**src/common/msc_pkg.sv**
```systemverilog
/*
  Package for the maintenance step control block: carrier structs for the
  maintenance switch set, key-cycle pulses and processor-side events.
  Assumes all inputs are synchronous to mclk and pulses are one cycle wide.
*/
package msc_pkg;

  // Reset values of the held flags
  localparam logic SPLIT_SYNC_RST = 1'b0;
  localparam logic ARITH_WAIT_RST = 1'b0;
  localparam logic SHIFT_WAIT_RST = 1'b0;
  localparam logic MEM_WAIT_RST = 1'b0;
  localparam logic READIN_RST = 1'b0;

  // Toggle switches on the wiring side; all off when low
  typedef struct packed {
    logic readin_hold_switch;
    logic repeat_skip_switch;
    logic arith_return_hold_switch;
    logic shift_step_hold_switch;
    logic split_sync_inhibit_switch;
  } msc_switch_t;

  // Console key-cycle pulse chain
  typedef struct packed {
    logic key_pulse_first;
    logic key_pulse_mid;
    logic key_pulse_last;
  } msc_key_t;

  // Events offered by the processor's own control timing
  typedef struct packed {
    logic readin_set;
    logic readin_clear;
    logic arith_carry_done;
    logic shift_enter;
    logic shift_step_pulse_a;
    logic shift_step_pulse_b;
    logic address_time_pulse;
    logic fetch_pause_req;
    logic mem_call_done;
    logic mem_read_done;
  } msc_proc_t;

endpackage

```
**src/design/msc_top.sv**
```systemverilog
/*
  Maintenance step control: gates subroutine returns and shift steps with
  the maintenance switches, holds the processor at each step and lets the
  key-cycle pulses supply the missing returns; also steers the split-cycle
  memory request and the repeat delay trigger.
  Assumes the key chain, repeat delay and memory bus live outside; all
  inputs are synchronous levels or one-cycle pulses on mclk.
*/
// Summary of operation
// - Readin hold keeps readin mode flag set
// - Repeat skip lets first key pulse start delay
// - Arith hold blocks carry return; mid pulse returns
// - Arith hold halts after every arithmetic subroutine
// - Shift hold blocks step pulses; mid pulse steps
// - Shift hold stops before and after each step
// - Memory halt lets address pulse set split flop
// - Split flop with fetch-pause gives read only
// - Override switch disables split flop set gate
// - Memory halt lights lamp and waiting flag
// - Auto repeat needs last key pulse for delay
// - Resume after step stop only supplies return
// - Resume key held restarts key cycle at any stop
// - All three holds combine; resume clears each
`timescale 1ns/100ps
module msc_top
  import msc_pkg::*;
(
  input wire logic mclk,
  input wire logic srst,
  input wire msc_switch_t sw,
  input wire msc_key_t key,
  input wire msc_proc_t proc,
  input wire logic mem_halt_key,
  input wire logic addr_match_halt_switch,
  input wire logic auto_repeat_switch,
  input wire logic mem_resume_key,
  output logic readin_mode_flag,
  output logic arith_return_pulse,
  output logic shift_advance_pulse,
  output logic repeat_delay_start,
  output logic key_cycle_start,
  output logic mem_read_only_req,
  output logic mem_full_cycle_req,
  output logic split_sync_flag,
  output logic proc_halted,
  output logic mem_halted_lamp,
  output logic arith_wait_lamp,
  output logic shift_wait_lamp,
  output logic [1:0] subroutine_flag
);

  logic arith_wait_r;
  logic shift_wait_r;
  logic mem_wait_r;
  logic mem_halt_on;
  logic step_stop;
  logic arith_ret_nxt;
  logic shift_adv_nxt;

  assign mem_halt_on = mem_halt_key | addr_match_halt_switch;
  assign step_stop = arith_wait_r | shift_wait_r;

  // with the hold switches low the processor events pass straight through
  assign arith_ret_nxt = sw.arith_return_hold_switch ?
                         (arith_wait_r & key.key_pulse_mid) :
                         proc.arith_carry_done;
  assign shift_adv_nxt = sw.shift_step_hold_switch ?
                         (shift_wait_r & key.key_pulse_mid) :
                         (proc.shift_step_pulse_a | proc.shift_step_pulse_b);

  // Readin mode; the hold switch pins the flag so no fetch clears it
  always_ff @(posedge mclk)
  begin
    if (srst)
      readin_mode_flag <= READIN_RST;
    else if (proc.readin_set || sw.readin_hold_switch)
      readin_mode_flag <= 1'b1;
    else if (proc.readin_clear)
      readin_mode_flag <= 1'b0;
  end

  // Arithmetic stop: waits for the key-generated return
  always_ff @(posedge mclk)
  begin
    if (srst)
      arith_wait_r <= ARITH_WAIT_RST;
    else if (sw.arith_return_hold_switch && proc.arith_carry_done)
      arith_wait_r <= 1'b1;
    else if (key.key_pulse_mid)
      arith_wait_r <= 1'b0;
  end

  // Shift stop: set on entry and after each step, so every step needs a key
  always_ff @(posedge mclk)
  begin
    if (srst)
      shift_wait_r <= SHIFT_WAIT_RST;
    else if (sw.shift_step_hold_switch &&
             (proc.shift_enter || proc.shift_step_pulse_a || proc.shift_step_pulse_b))
      shift_wait_r <= 1'b1;
    else if (key.key_pulse_mid)
      shift_wait_r <= 1'b0;
  end

  always_ff @(posedge mclk)
  begin
    if (srst)
    begin
      arith_return_pulse <= 1'b0;
      shift_advance_pulse <= 1'b0;
    end
    else
    begin
      arith_return_pulse <= arith_ret_nxt;
      shift_advance_pulse <= shift_adv_nxt;
    end
  end

  // Split-cycle sync flop; set gate dropped by the override switch
  always_ff @(posedge mclk)
  begin
    if (srst)
      split_sync_flag <= SPLIT_SYNC_RST;
    else if (mem_halt_on && proc.address_time_pulse && !sw.split_sync_inhibit_switch)
      split_sync_flag <= 1'b1;
    else if (!mem_halt_on)
      split_sync_flag <= 1'b0;
  end

  // Read-only request avoids holding memory through a stop
  always_ff @(posedge mclk)
  begin
    if (srst)
    begin
      mem_read_only_req <= 1'b0;
      mem_full_cycle_req <= 1'b0;
    end
    else
    begin
      mem_read_only_req <= proc.fetch_pause_req & split_sync_flag;
      mem_full_cycle_req <= proc.fetch_pause_req & ~split_sync_flag;
    end
  end

  // Memory stop after a call while halting is armed
  always_ff @(posedge mclk)
  begin
    if (srst)
      mem_wait_r <= MEM_WAIT_RST;
    else if (mem_halt_on && (proc.mem_call_done || proc.mem_read_done))
      mem_wait_r <= 1'b1;
    else if (key.key_pulse_mid && !step_stop)
      mem_wait_r <= 1'b0;
  end

  // Repeat delay trigger and automatic key-cycle restart
  always_ff @(posedge mclk)
  begin
    if (srst)
    begin
      repeat_delay_start <= 1'b0;
      key_cycle_start <= 1'b0;
    end
    else
    begin
      if (sw.repeat_skip_switch)
        repeat_delay_start <= key.key_pulse_first;
      else
        repeat_delay_start <= auto_repeat_switch & key.key_pulse_last;
      // Only a halted processor has anything for the resume key to restart
      key_cycle_start <= mem_resume_key & (step_stop | mem_wait_r) &
                         ~key.key_pulse_first;
    end
  end

  // Indicators; flag code 1 arith, 2 shift, 3 memory
  always_ff @(posedge mclk)
  begin
    if (srst)
    begin
      proc_halted <= 1'b0;
      mem_halted_lamp <= 1'b0;
      arith_wait_lamp <= 1'b0;
      shift_wait_lamp <= 1'b0;
      subroutine_flag <= 2'h0;
    end
    else
    begin
      proc_halted <= step_stop | mem_wait_r;
      mem_halted_lamp <= mem_wait_r;
      arith_wait_lamp <= arith_wait_r;
      shift_wait_lamp <= shift_wait_r;
      if (arith_wait_r)
        subroutine_flag <= 2'h1;
      else if (shift_wait_r)
        subroutine_flag <= 2'h2;
      else if (mem_wait_r)
        subroutine_flag <= 2'h3;
      else
        subroutine_flag <= 2'h0;
    end
  end

endmodule

```
**config.mk**
```make
export PLATFORM = sky130hd
export DESIGN_NAME = msc_top
export DESIGN_NICKNAME = d
export VERILOG_FILES = /design/src/common/msc_pkg.sv /design/src/design/msc_top.sv
export SDC_FILE = /design/constraint.sdc
export NUM_CORES = 1
export LEC_CHECK = 0
export ABC_CLOCK_PERIOD_IN_PS = 800
export BUFFER_PORTS_ARGS = -buffer_cell sky130_fd_sc_hd__buf_2
export CELL_PAD_IN_SITES_DETAIL_PLACEMENT = 0
export CELL_PAD_IN_SITES_GLOBAL_PLACEMENT = 2
export CORE_MARGIN = 5
export CORE_UTILIZATION = 18
export CTS_CLUSTER_SIZE = 14
export DETAILED_ROUTE_END_ITERATION = 8
export HOLD_SLACK_MARGIN = 0.08
export PLACE_DENSITY_LB_ADDON = 0.1
export SLEW_MARGIN = 10
export SYNTH_ARGS = -nofsm -noshare
export SYNTH_HDL_FRONTEND = slang
export SYNTH_SLANG_ARGS = --single-unit
```
**constraint.sdc**
```tcl
create_clock -name mclk -period 0.8 [get_ports mclk]
set_input_delay 0 -clock mclk [delete_from_list [all_inputs] [get_ports mclk]]
set_output_delay 0 -clock mclk [all_outputs]
set_load 0.02 [all_outputs]
```
# [Word level (Yosys, flattened, before mapping)]
# Cells that the tools add are included.
[totals] inputBits=24 reg_bits=17 output_inout_bits=14 word_cells=63
[classes] reduce_logical=17 eq_ne=1 n_mux=15 n_bitwise=13
[ops] op="$mux 1" count=13
[ops] op="$reduce_bool 2->1" count=4
[ops] op="$and 1x1->1" count=7
[ops] op="$logic_and 1x1->1" count=6
[ops] op="$logic_or 1x1->1" count=4
[ops] op="$mux 2" count=2
[ops] op="$or 1x1->1" count=4
[ops] op="$logic_not 1->1" count=2
[ops] op="$ne 2x1->1 const B" count=1
[ops] op="$not 1->1" count=2
[ops] op="$reduce_or 2->1" count=1

# [Depth between registers and ports, before layout]
# Gate-level depths: netlist (run 1).
[logic_depth] depth_word=5 ltp_mapped=3 depth_no_buf=3

# [Worst setup path after synthesis (run 1)]
# Ideal clock, no wire load.
[synth_path] kind="register to register" from="register split_sync_flag" to="register mem_read_only_req" stages_incl_launch_ff=3 arrival_time_ps=677 path_buffers=0 setup_slack_ps=44 setup_ps=80 period_less_slack_ps=756 required_ps=720 path_cell_list="dfxtp_1 inv_1 nor3b_1"
[synth_between] elab_chain_cells=1
[synth_rtl] item="start, declared" line_no="msc_top.sv:44" source="output logic split_sync_flag,"
[synth_rtl] item="start signal, assigned" line_no="msc_top.sv:123" source="split_sync_flag <= SPLIT_SYNC_RST;"
[synth_rtl] item="start signal, assigned" line_no="msc_top.sv:125" source="split_sync_flag <= 1'b1;"
[synth_rtl] item="start signal, assigned" line_no="msc_top.sv:127" source="split_sync_flag <= 1'b0;"
[synth_rtl] item="$and 1x1->1" line_no="msc_top.sv:140" source="mem_read_only_req <= proc.fetch_pause_req & split_sync_flag;"
[synth_rtl] item="end signal, assigned" line_no="msc_top.sv:140"
[synth_rtl] item="end, declared" line_no="msc_top.sv:42" source="output logic mem_read_only_req,"
# No other way between the ends.
# A chain may end at the register's enable or synchronous reset.

# [Final worst setup path (run 1)]
[layout_path] from="register shift_wait_r" to="register mem_wait_r"
[layout_between] elab_chain_cells=4
[layout_rtl] item="start, declared" line_no="msc_top.sv:53" source="logic shift_wait_r;"
[layout_rtl] item="start signal, assigned" line_no="msc_top.sv:97" source="shift_wait_r <= SHIFT_WAIT_RST;"
[layout_rtl] item="start signal, assigned" line_no="msc_top.sv:100" source="shift_wait_r <= 1'b1;"
[layout_rtl] item="start signal, assigned" line_no="msc_top.sv:102" source="shift_wait_r <= 1'b0;"
[layout_rtl] item="$or 1x1->1" line_no="msc_top.sv:61" source="assign step_stop = arith_wait_r | shift_wait_r;"
[layout_rtl] item="$logic_not 1->1" line_no="msc_top.sv:152" source="else if (key.key_pulse_mid && !step_stop)"
[layout_rtl] item="$logic_and 1x1->1" line_no="msc_top.sv:152"
[layout_rtl] item="$reduce_bool 2->1 (no line)"
[layout_rtl] item="end signal, assigned" line_no="msc_top.sv:149" source="mem_wait_r <= MEM_WAIT_RST;"
[layout_rtl] item="end signal, assigned" line_no="msc_top.sv:151" source="mem_wait_r <= 1'b1;"
[layout_rtl] item="end signal, assigned" line_no="msc_top.sv:153" source="mem_wait_r <= 1'b0;"
[layout_rtl] item="end, declared" line_no="msc_top.sv:54" source="logic mem_wait_r;"
# No other way between the ends.

==> results of run 1 <==
how the worst max path moves through the flow:
stage | to | slack, ns | depth (start not counted)
floorplan | mem_read_only_req | 0.04 | 2
global placement | mem_wait_r | 0.02 | 2
detailed placement | key_cycle_start | 0.002 | 2
CTS | mem_wait_r | 0.0001 | 2
global route | mem_wait_r | -0.03 | 2
finish | mem_wait_r | -0.001 | 2
stage by stage:
stage,utilization (%),hold slack [ns],area [um2],worst slack [ns]
floorplan,-,0.0758,557,0.0436
global placement,26.9,0.191,808,0.0197
detailed placement,26.9,0.188,808,0.00169
CTS,36.4,0.0580,1090,0.000149
global route,38.5,0.0798,1160,-0.0339
finish,38.5,0.0624,1160,-0.00113
layout make-up:
cell class	instances	area share, %
repair buffers	67	44.3
flip-flops and latches	17	30.2
multi-input cells	34	18.7
well taps	33	3.57
clock buffers	4	2.27
inverters	3	0.973
what timing repair did:
item,CTS,global route
pin swaps,0,3
setup endpoints to repair,5,18
gates resized for setup,4,19
hold buffers,25,2
endpoints found under the hold margin,12,4
worst max-delay path, delay by kind of cell (launching register included):
| family | cells | cell delay, ns |
|---|---|---|
| AO/OA/AOI/OAI | 1 | 0.10 |
| flip-flops | 1 | 0.38 |
| AND/OR/NAND/NOR | 1 | 0.21 |
report_power, final:
part | internal (mW) | switching (mW)
combinational | 0.234 | 0.162
clock | 0.194 | 0.273
sequential | 0.904 | 0.0261
layer usage:
| layer | track usage (%) | vias to the layer above | routed length (um) |
|---|---|---|---|
| met5 | 0 | - | 0 |
| met3 | 4.27 | 2 | 154 |
| met4 | 4.66 | 0 | 18 |
| li1 | - | 327 | - |
| met2 | 15.0 | 19 | 855 |
| met1 | 9.12 | 270 | 655 |
synth_stat cells, drive strengths merged (2+ instances only):
library cell / n / share of area (%)
dfxtp: 17 / 61
a21oi: 7 / 6.3
nand2b: 6 / 7.2
nor2: 4 / 2.7
inv: 3 / 2.0
nor3b: 3 / 4.0
nand2: 2 / 1.3
nand3: 2 / 1.8
o21bai: 2 / 2.7
o22ai: 2 / 2.2
cell families (layout without fill, tap and decap cells):
logic type      Yosys count  after routing
simple gates             21             21
buf+inv                   4             74
flops                    17             17
compound gates           13             13
==> flow_metrics.tcl, run 1 <==
set metrics [dict create \
    cpPeakStageDelay_ns 0.38 \
    endpoint_kind "flip-flop" \
    path_cells "nor3b_1 -> o22ai_1" \
    largest_reg_flops 2 \
    grt_pass1_vias 681 \
    synth_top_family_by_area "simple AND/OR/NAND/NOR gates" \
    syn_area_um2 557 \
    die_h_um 65.6 \
    dieArea_mm2 0.00431 \
    fp-row-count 20 \
    cts_buffers 3 \
    final_nets 150 \
    crit_path_top_delay_cell "dfxtp_4" \
    grt_antenna_before_repair 0 \
    synth_compound_area_share_pct 13.9 \
    ys_types 19 \
    synth_adder_area_share_pct 0 \
    fin_cells 158 \
    relSlewSlack_pct 86.6 \
    power_mw 1.79 \
    ys.warnings.count 0 \
    clk_pin_slew_ns 0.10 \
    drive_gt1_share_pct 43.2 \
    report.final.setup_viol 1 \
    clock_skew_ns 0.00656 \
    leakage_nw 0.541 \
    worst_slack_ns -0.00113 \
    failed_checks "setup timing" \
    worstMarginPinSlew_ns 0.200 \
    core_area_mm2 0.00300 \
    worstHoldStart "srst" \
    globalRouteOverflowTotal 0 \
    cts_tree "done" \
    placedCellCount 128 \
    dp_hpwl_mm 1.13 \
    r2r_cells 2 \
    synth_fp_nets 79 \
    clk-insertion-delay-late_ns 0.29 \
    synth-seq-cells 17 \
    final_common_cell "buf_2" \
    critPathMaxFanout 5 \
    grt_pass1_wl_mm 2.91 \
    dieWidth_um 65.6 \
    avgSynthCellArea_um2 10.1 \
    port_buffers 37 \
    crit_path_start_kind "flip-flop" \
    synth_edf_count 0 \
    min_to "readin_mode_flag" \
    async_flop_share_pct 0 \
    cp.arrival_ns 0.98 \
    hold_depth 3 \
    start_util_pct 18.5 \
    wl_per_cell_um 10.7 \
    drc_errors 0 \
    worstPathRequired_ns 0.97 \
    hold_path_class "input port to flip-flop" \
    via_count 618 \
    antenna_left 0 \
    antenna_cells 0 \
    grtUsageTotal_pct 8.93 \
    cts.path.max_buffers 2 \
    p_per_area_mw_per_mm2 1550 \
    fmax_ghz 1.25 \
    synth.mux.area_fraction_pct 0 \
    viasPerCell 3.91 \
    synth_seq_area_share_pct 61.1 \
    startpoint "shift_wait_r" \
    rsz0062_at_grt "true" \
    grt_max_degree 10 \
    final_cell_mix "buf_2, dlygate4sd3_1, dfxtp_1, buf_4, a21oi_1" \
    cts_root_buffer "clkbuf_4" \
    r2r_slack_ns -0.001 \
    yosys.area_share.simple_pct 22.0 \
    largest_register "subroutine_flag" \
    period_minus_slack_ns 0.801 \
    vdd_drop_max_uv 393 \
    tns_ns -0.00113 \
    r2r-end "mem_wait_r" \
    layout.area.seq_um2 349 \
    routed_wl_mm 1.68 \
    criticalPathCategory "flip-flop to flip-flop" \
    gp_congestion 0.638 \
    final.fill_count 315 \
    drtIter0Drc 3 \
    syn_inst 55 \
    status "complete, but fails checks" \
    post-route-period-util_pct 100 \
    synth_ff_type "dfxtp_1" \
    ioPinCount 38 \
    multi_input_area_um2 216 \
    area_growth_pct 108 \
    cts_sinks 17 \
    htreeDepth 1 \
    dr.pass1.iters 4 \
    synth_xor_area_share_pct 0 \
    hold_violations 0 \
    drv_cap 0 \
    slew_viol_final 0 \
    r2r-start "shift_wait_r" \
    postCtsSetupRepairBufs 0 \
]
(Power assumes the default switching activity.)
==> run 2: changes to the inputs <==
Settings changed: SKIP_CTS_REPAIR_TIMING set to 1.
==> run 2 against run 1 <==
  * Global-route usage down 1.6 points
  * Register-to-register slack better by 0.03 ns
  * The flow now finishes without violations
  * Sequential share of layout area up 0.82 points
  * Routed wire length rose by 1.1%
  * Largest cell class unchanged
==> flow_metrics.tcl, run 2 (synthesis gave the netlist of run 1 again) <==
set metrics [dict create \
    status "completed" \
    drtIter0Drc 6 \
    post-route-period-util_pct 99.9 \
    clock_skew_ns 0.00594 \
    fin_cells 156 \
    report.final.setup_viol 0 \
    cts.path.max_buffers 2 \
    critPathMaxFanout 2 \
    largest_register "subroutine_flag" \
    htreeDepth 1 \
    final.fill_count 320 \
    final_area_mm2 0.00113 \
    startpoint "proc[5]" \
    largest_reg_flops 2 \
    crit_path_top_delay_cell "dlygate4sd3_1" \
    final_nets 148 \
    rsz0062_at_grt "true" \
    dpl_cell_area_um2 808 \
    drive_gt1_share_pct 43.9 \
    drv_cap 0 \
    comb_power_share_pct 21.7 \
    final_common_cell "buf_2" \
    cpPeakStageDelay_ns 0.57 \
    tns_ns 0 \
    die_h_um 65.6 \
    r2r-start "shift_wait_r" \
    seq_power_share_pct 52.2 \
    grt_pass1_wl_mm 2.35 \
    vdd_drop_max_uv 531 \
    globalRouteOverflowTotal 0 \
    sw_frac_of_total_pct 25.7 \
    grt_max_degree 10 \
    area_growth_pct 104 \
    routed_wl_mm 1.70 \
    fmax_ghz 1.25 \
    clk-insertion-delay-late_ns 0.29 \
    leakage_nw 0.517 \
    worstPathRequired_ns 0.99 \
    slew_viol_final 0 \
    cts_sinks 17 \
    period_minus_slack_ns 0.799 \
    final_cell_mix "buf_2, dlygate4sd3_1, dfxtp_1, buf_4, a21oi_1" \
    worstMarginPinSlew_ns 0.197 \
    start_util_pct 18.5 \
    power_switching_mw 0.457 \
    drc_errors 0 \
    via_count 609 \
    hold_path_class "input port to flip-flop" \
    criticalPathCategory "input port to flip-flop" \
    dieWidth_um 65.6 \
    clkPwrFrac_pct 26.1 \
    antenna_cells 0 \
    worstHoldStart "proc[4]" \
    endpoint_kind "flip-flop" \
    intPower_mw 1.32 \
    grt_pass1_vias 542 \
    relSlewSlack_pct 86.7 \
    cts_tree "done" \
    fp-row-count 20 \
    gp_congestion 0.638 \
    power_mw 1.78 \
    cts_buffers 3 \
    placedCellCount 128 \
    p_per_area_mw_per_mm2 1570 \
    port_buffers 37 \
    grtUsageTotal_pct 7.32 \
    hold_violations 0 \
    crit_path_start_kind "input port" \
    cts_root_buffer "clkbuf_4" \
    path_delay_family "buffers and inverters" \
    cp.arrival_ns 0.98 \
    viasPerCell 3.90 \
    core_area_mm2 0.00300 \
    dp_hpwl_mm 1.13 \
    clk_pin_slew_ns 0.10 \
    dieArea_mm2 0.00431 \
    antenna_left 0 \
    grt_antenna_before_repair 0 \
    dr.pass1.iters 4 \
    ioPinCount 38 \
    path_cells "buf_2 -> dlygate4sd3_1 -> o31ai_1 -> a21oi_1" \
    wl_per_cell_um 10.9 \
    crit_buf_inv 2 \
]
==> run 2: changes by cell type in the layout (fill, tap and decap cells not counted), sizes merged <==
cell          before  now
dlymetal6s4s       2    0
==> run 2: worst min-delay path, cell delays in order <==
cell and delay, ns:
buf_2 0.09, o31ai_1 0.07, a21oi_1 0.13
==> run 2: area by class of cell <==
type / count / area (um2) / area share (%)
Tap cell: 33 / 41.3 / 3.64
Timing Repair Buffer: 65 / 488 / 43.0
Sequential cell: 17 / 352 / 31.0
Multi-Input combinational cell: 34 / 216 / 19.1
Clock buffer: 4 / 26.3 / 2.32
Inverter: 3 / 11.3 / 0.992
==> run 2: final timing paths <==
path                        end  slack [ns]  cells past startpoint
max reg2reg  subroutine_flag[1]        0.03                      2
min reg2reg  mem_full_cycle_req        0.45                      1
max                shift_wait_r      0.0009                      4
min                shift_wait_r        0.03                      3
==> run 2: through the flow <==
stage               hold WS [ns]  setup WS [ns]  util (%)
floorplan                 0.0758         0.0436         -
global placement           0.191         0.0197      26.9
detailed placement         0.188        0.00169      26.9
CTS                       -0.136        -0.0344      27.8
global route              0.0292        -0.0751      37.8
finish                    0.0254       0.000863      37.8
==> run 2: power groups by stage <==
stage	Combinational (mW)	Sequential, mW	Clock [mW]
floorplan	0.0753	0.999	0
global placement	0.271	0.943	0
detailed placement	0.271	0.943	0
CTS	0.272	0.923	0.493
global route	0.424	0.935	0.528
finish	0.386	0.929	0.464
==> run 2: routing by layer <==
metal  track usage [%]  vias to the layer above  routed length [um]  share of wire [%]
li1                  -                      326                   -                  -
met1              7.88                      262                 648                 38
met2              11.0                       19                 890                 52
met3              4.10                        2                 145                8.5
met4              4.66                        0                  18                1.1
met5                 0                        -                   0                  0
==> run 3: changes to the inputs <==
Settings changed: BUFFER_PORTS_ARGS -buffer_cell sky130_fd_sc_hd__buf_2 to not set, CORE_UTILIZATION 18 to 27, DONT_BUFFER_PORTS set to 1.
==> run 3 against run 2 <==
  * The flow now finishes with violations (hold timing)
  * Critical path depth shrank 2
  * Routed wire length shrank 24%
  * Core utilization is 0.55 points lower
  * Largest cell class is now sequential cells
  * Register-to-register slack is essentially flat
  * Highest routed layer unchanged
  * Non-clock buffer count decreased by 54
  * Setup slack improved by 0.025 ns
  * First-iteration DRC count up 17%
  * Combinational power shrank 64%
  * Global-route usage grew 1.1 points
  * Count of clock-buffer cells in the layout stayed put
==> flow_metrics.tcl, run 3 (synthesis gave the netlist of run 1 again) <==
set metrics [dict create \
    status "complete, but fails checks" \
    failed_checks "hold timing" \
    ioPinCount 38 \
    dieWidth_um 55.4 \
    leakage_nw 0.278 \
    final_nets 94 \
    route.met3.wl_um 171 \
    drv_cap 0 \
    die_h_um 55.4 \
    via_count 439 \
    routed_wl_mm 1.29 \
    grt_pass1_wl_mm 2.02 \
    report.final.setup_viol 0 \
    largest_register "subroutine_flag" \
    antenna_cells 0 \
    grt_max_degree 16 \
    grt_antenna_before_repair 0 \
    final_common_cell "dfxtp_1" \
    start_util_pct 28.4 \
    gp_congestion 0.678 \
    dp_slack_ns -0.00994 \
    hold_violations 16 \
    area_growth_pct 31.2 \
    fp-row-count 16 \
    rsz0062_at_grt "true" \
    slew_viol_final 0 \
    hold_path_class "input port to flip-flop" \
    grtUsageTotal_pct 8.43 \
    worstMarginPinSlew_ns 0.236 \
    core_area_mm2 0.00196 \
    cts_buffers 3 \
    cts_tree "done" \
    fmax_ghz 1.29 \
    viasPerCell 4.57 \
    drc_errors 0 \
    drtIter0Drc 7 \
    period_minus_slack_ns 0.774 \
    clk-insertion-delay-late_ns 0.28 \
    largest_reg_flops 2 \
    dr.pass1.iters 4 \
    vdd_drop_max_uv 676 \
    dpl_cell_area_um2 608 \
    wl_per_cell_um 13.4 \
    globalRouteOverflowTotal 0 \
    relSlewSlack_pct 84.1 \
    antenna_left 0 \
    cts_sinks 17 \
    cp.arrival_ns 0.95 \
    cts.path.max_buffers 2 \
    criticalPathCategory "flip-flop to flip-flop" \
    wl_met2_um 575 \
    post-route-period-util_pct 96.8 \
    dp_hpwl_um 982 \
    dieArea_mm2 0.00307 \
    cts_root_buffer "clkbuf_4" \
    endpoint_kind "flip-flop" \
    worst_slack_ns 0.0256 \
    drive_gt1_share_pct 18.8 \
    grt_pass1_vias 475 \
    clock_skew_ns 0.00343 \
    htreeDepth 1 \
    final_area_um2 731 \
    m1WireLength_um 514 \
    critPathMaxFanout 6 \
    crit_path_start_kind "flip-flop" \
    final_cell_mix "dfxtp_1, dlygate4sd3_1, a21oi_1" \
    hold_ws_ns -0.232 \
    top_layer_used "met4" \
    clk_pin_slew_ns 0.09 \
    worstPathRequired_ns 0.97 \
    p_per_area_mw_per_mm2 2130 \
    port_buffers 0 \
    r2r_slack_ns 0.03 \
]
==> run 3: cell count changes in the layout (fill, tap and decap cells not counted), sizes merged <==
cell / previous run / this run
buf: 41 / 3
dlygate4sd3: 24 / 8
==> run 3: area by class of cell <==
type / instances / area (um2)
Sequential cell: 17 / 344
Inverter: 3 / 11.3
Tap cell: 27 / 33.8
Multi-Input combinational cell: 34 / 209
Timing Repair Buffer: 11 / 106
Clock buffer: 4 / 26.3
Fill cell: 221 / 1230
==> run 3: final timing paths <==
kind              depth (start not counted)                  to             from
hold / removal                            1        arith_wait_r             srst
setup / recovery                          2  subroutine_flag[1]     shift_wait_r
hold reg to reg                           1  mem_full_cycle_req  split_sync_flag
setup reg to reg                          2  subroutine_flag[1]     shift_wait_r
==> run 3: layer usage <==
| metal | up-vias | global-route usage, % |
|---|---|---|
| met4 | 0 | 7.64 |
| met1 | 193 | 7.03 |
| met5 | - | 0 |
| met2 | 26 | 13.9 |
| met3 | 2 | 4.90 |
| li1 | 218 | - |
==> run 3: power by group <==
group	total [mW]	switching (mW)	internal (mW)
Combinational	0.139	0.0532	0.0854
Sequential	0.983	0.0787	0.904
Clock	0.432	0.239	0.193
Total	1.55	0.370	1.18
==> run 3: worst max-delay path: stages (launching register included) <==
cell     delay (ns)
dfxtp_2        0.36
nor2b_1        0.14
o21a_1         0.17
==> run 3: stage by stage <==
| step | power [mW] | hold WS [ns] | std cells | TNS [ns] | util [%] |
|---|---|---|---|---|---|
| floorplan | 1.07 | 0.0758 | 55 | 0 | - |
| global placement | 1.10 | 0.0713 | 84 | 0 | 31.0 |
| detailed placement | 1.10 | 0.0728 | 84 | -0.00994 | 31.0 |
| CTS | 1.54 | -0.237 | 88 | -0.0485 | 32.3 |
| global route | 1.64 | -0.265 | 96 | -0.0104 | 37.2 |
| finish | 1.55 | -0.232 | 96 | 0 | 37.2 |
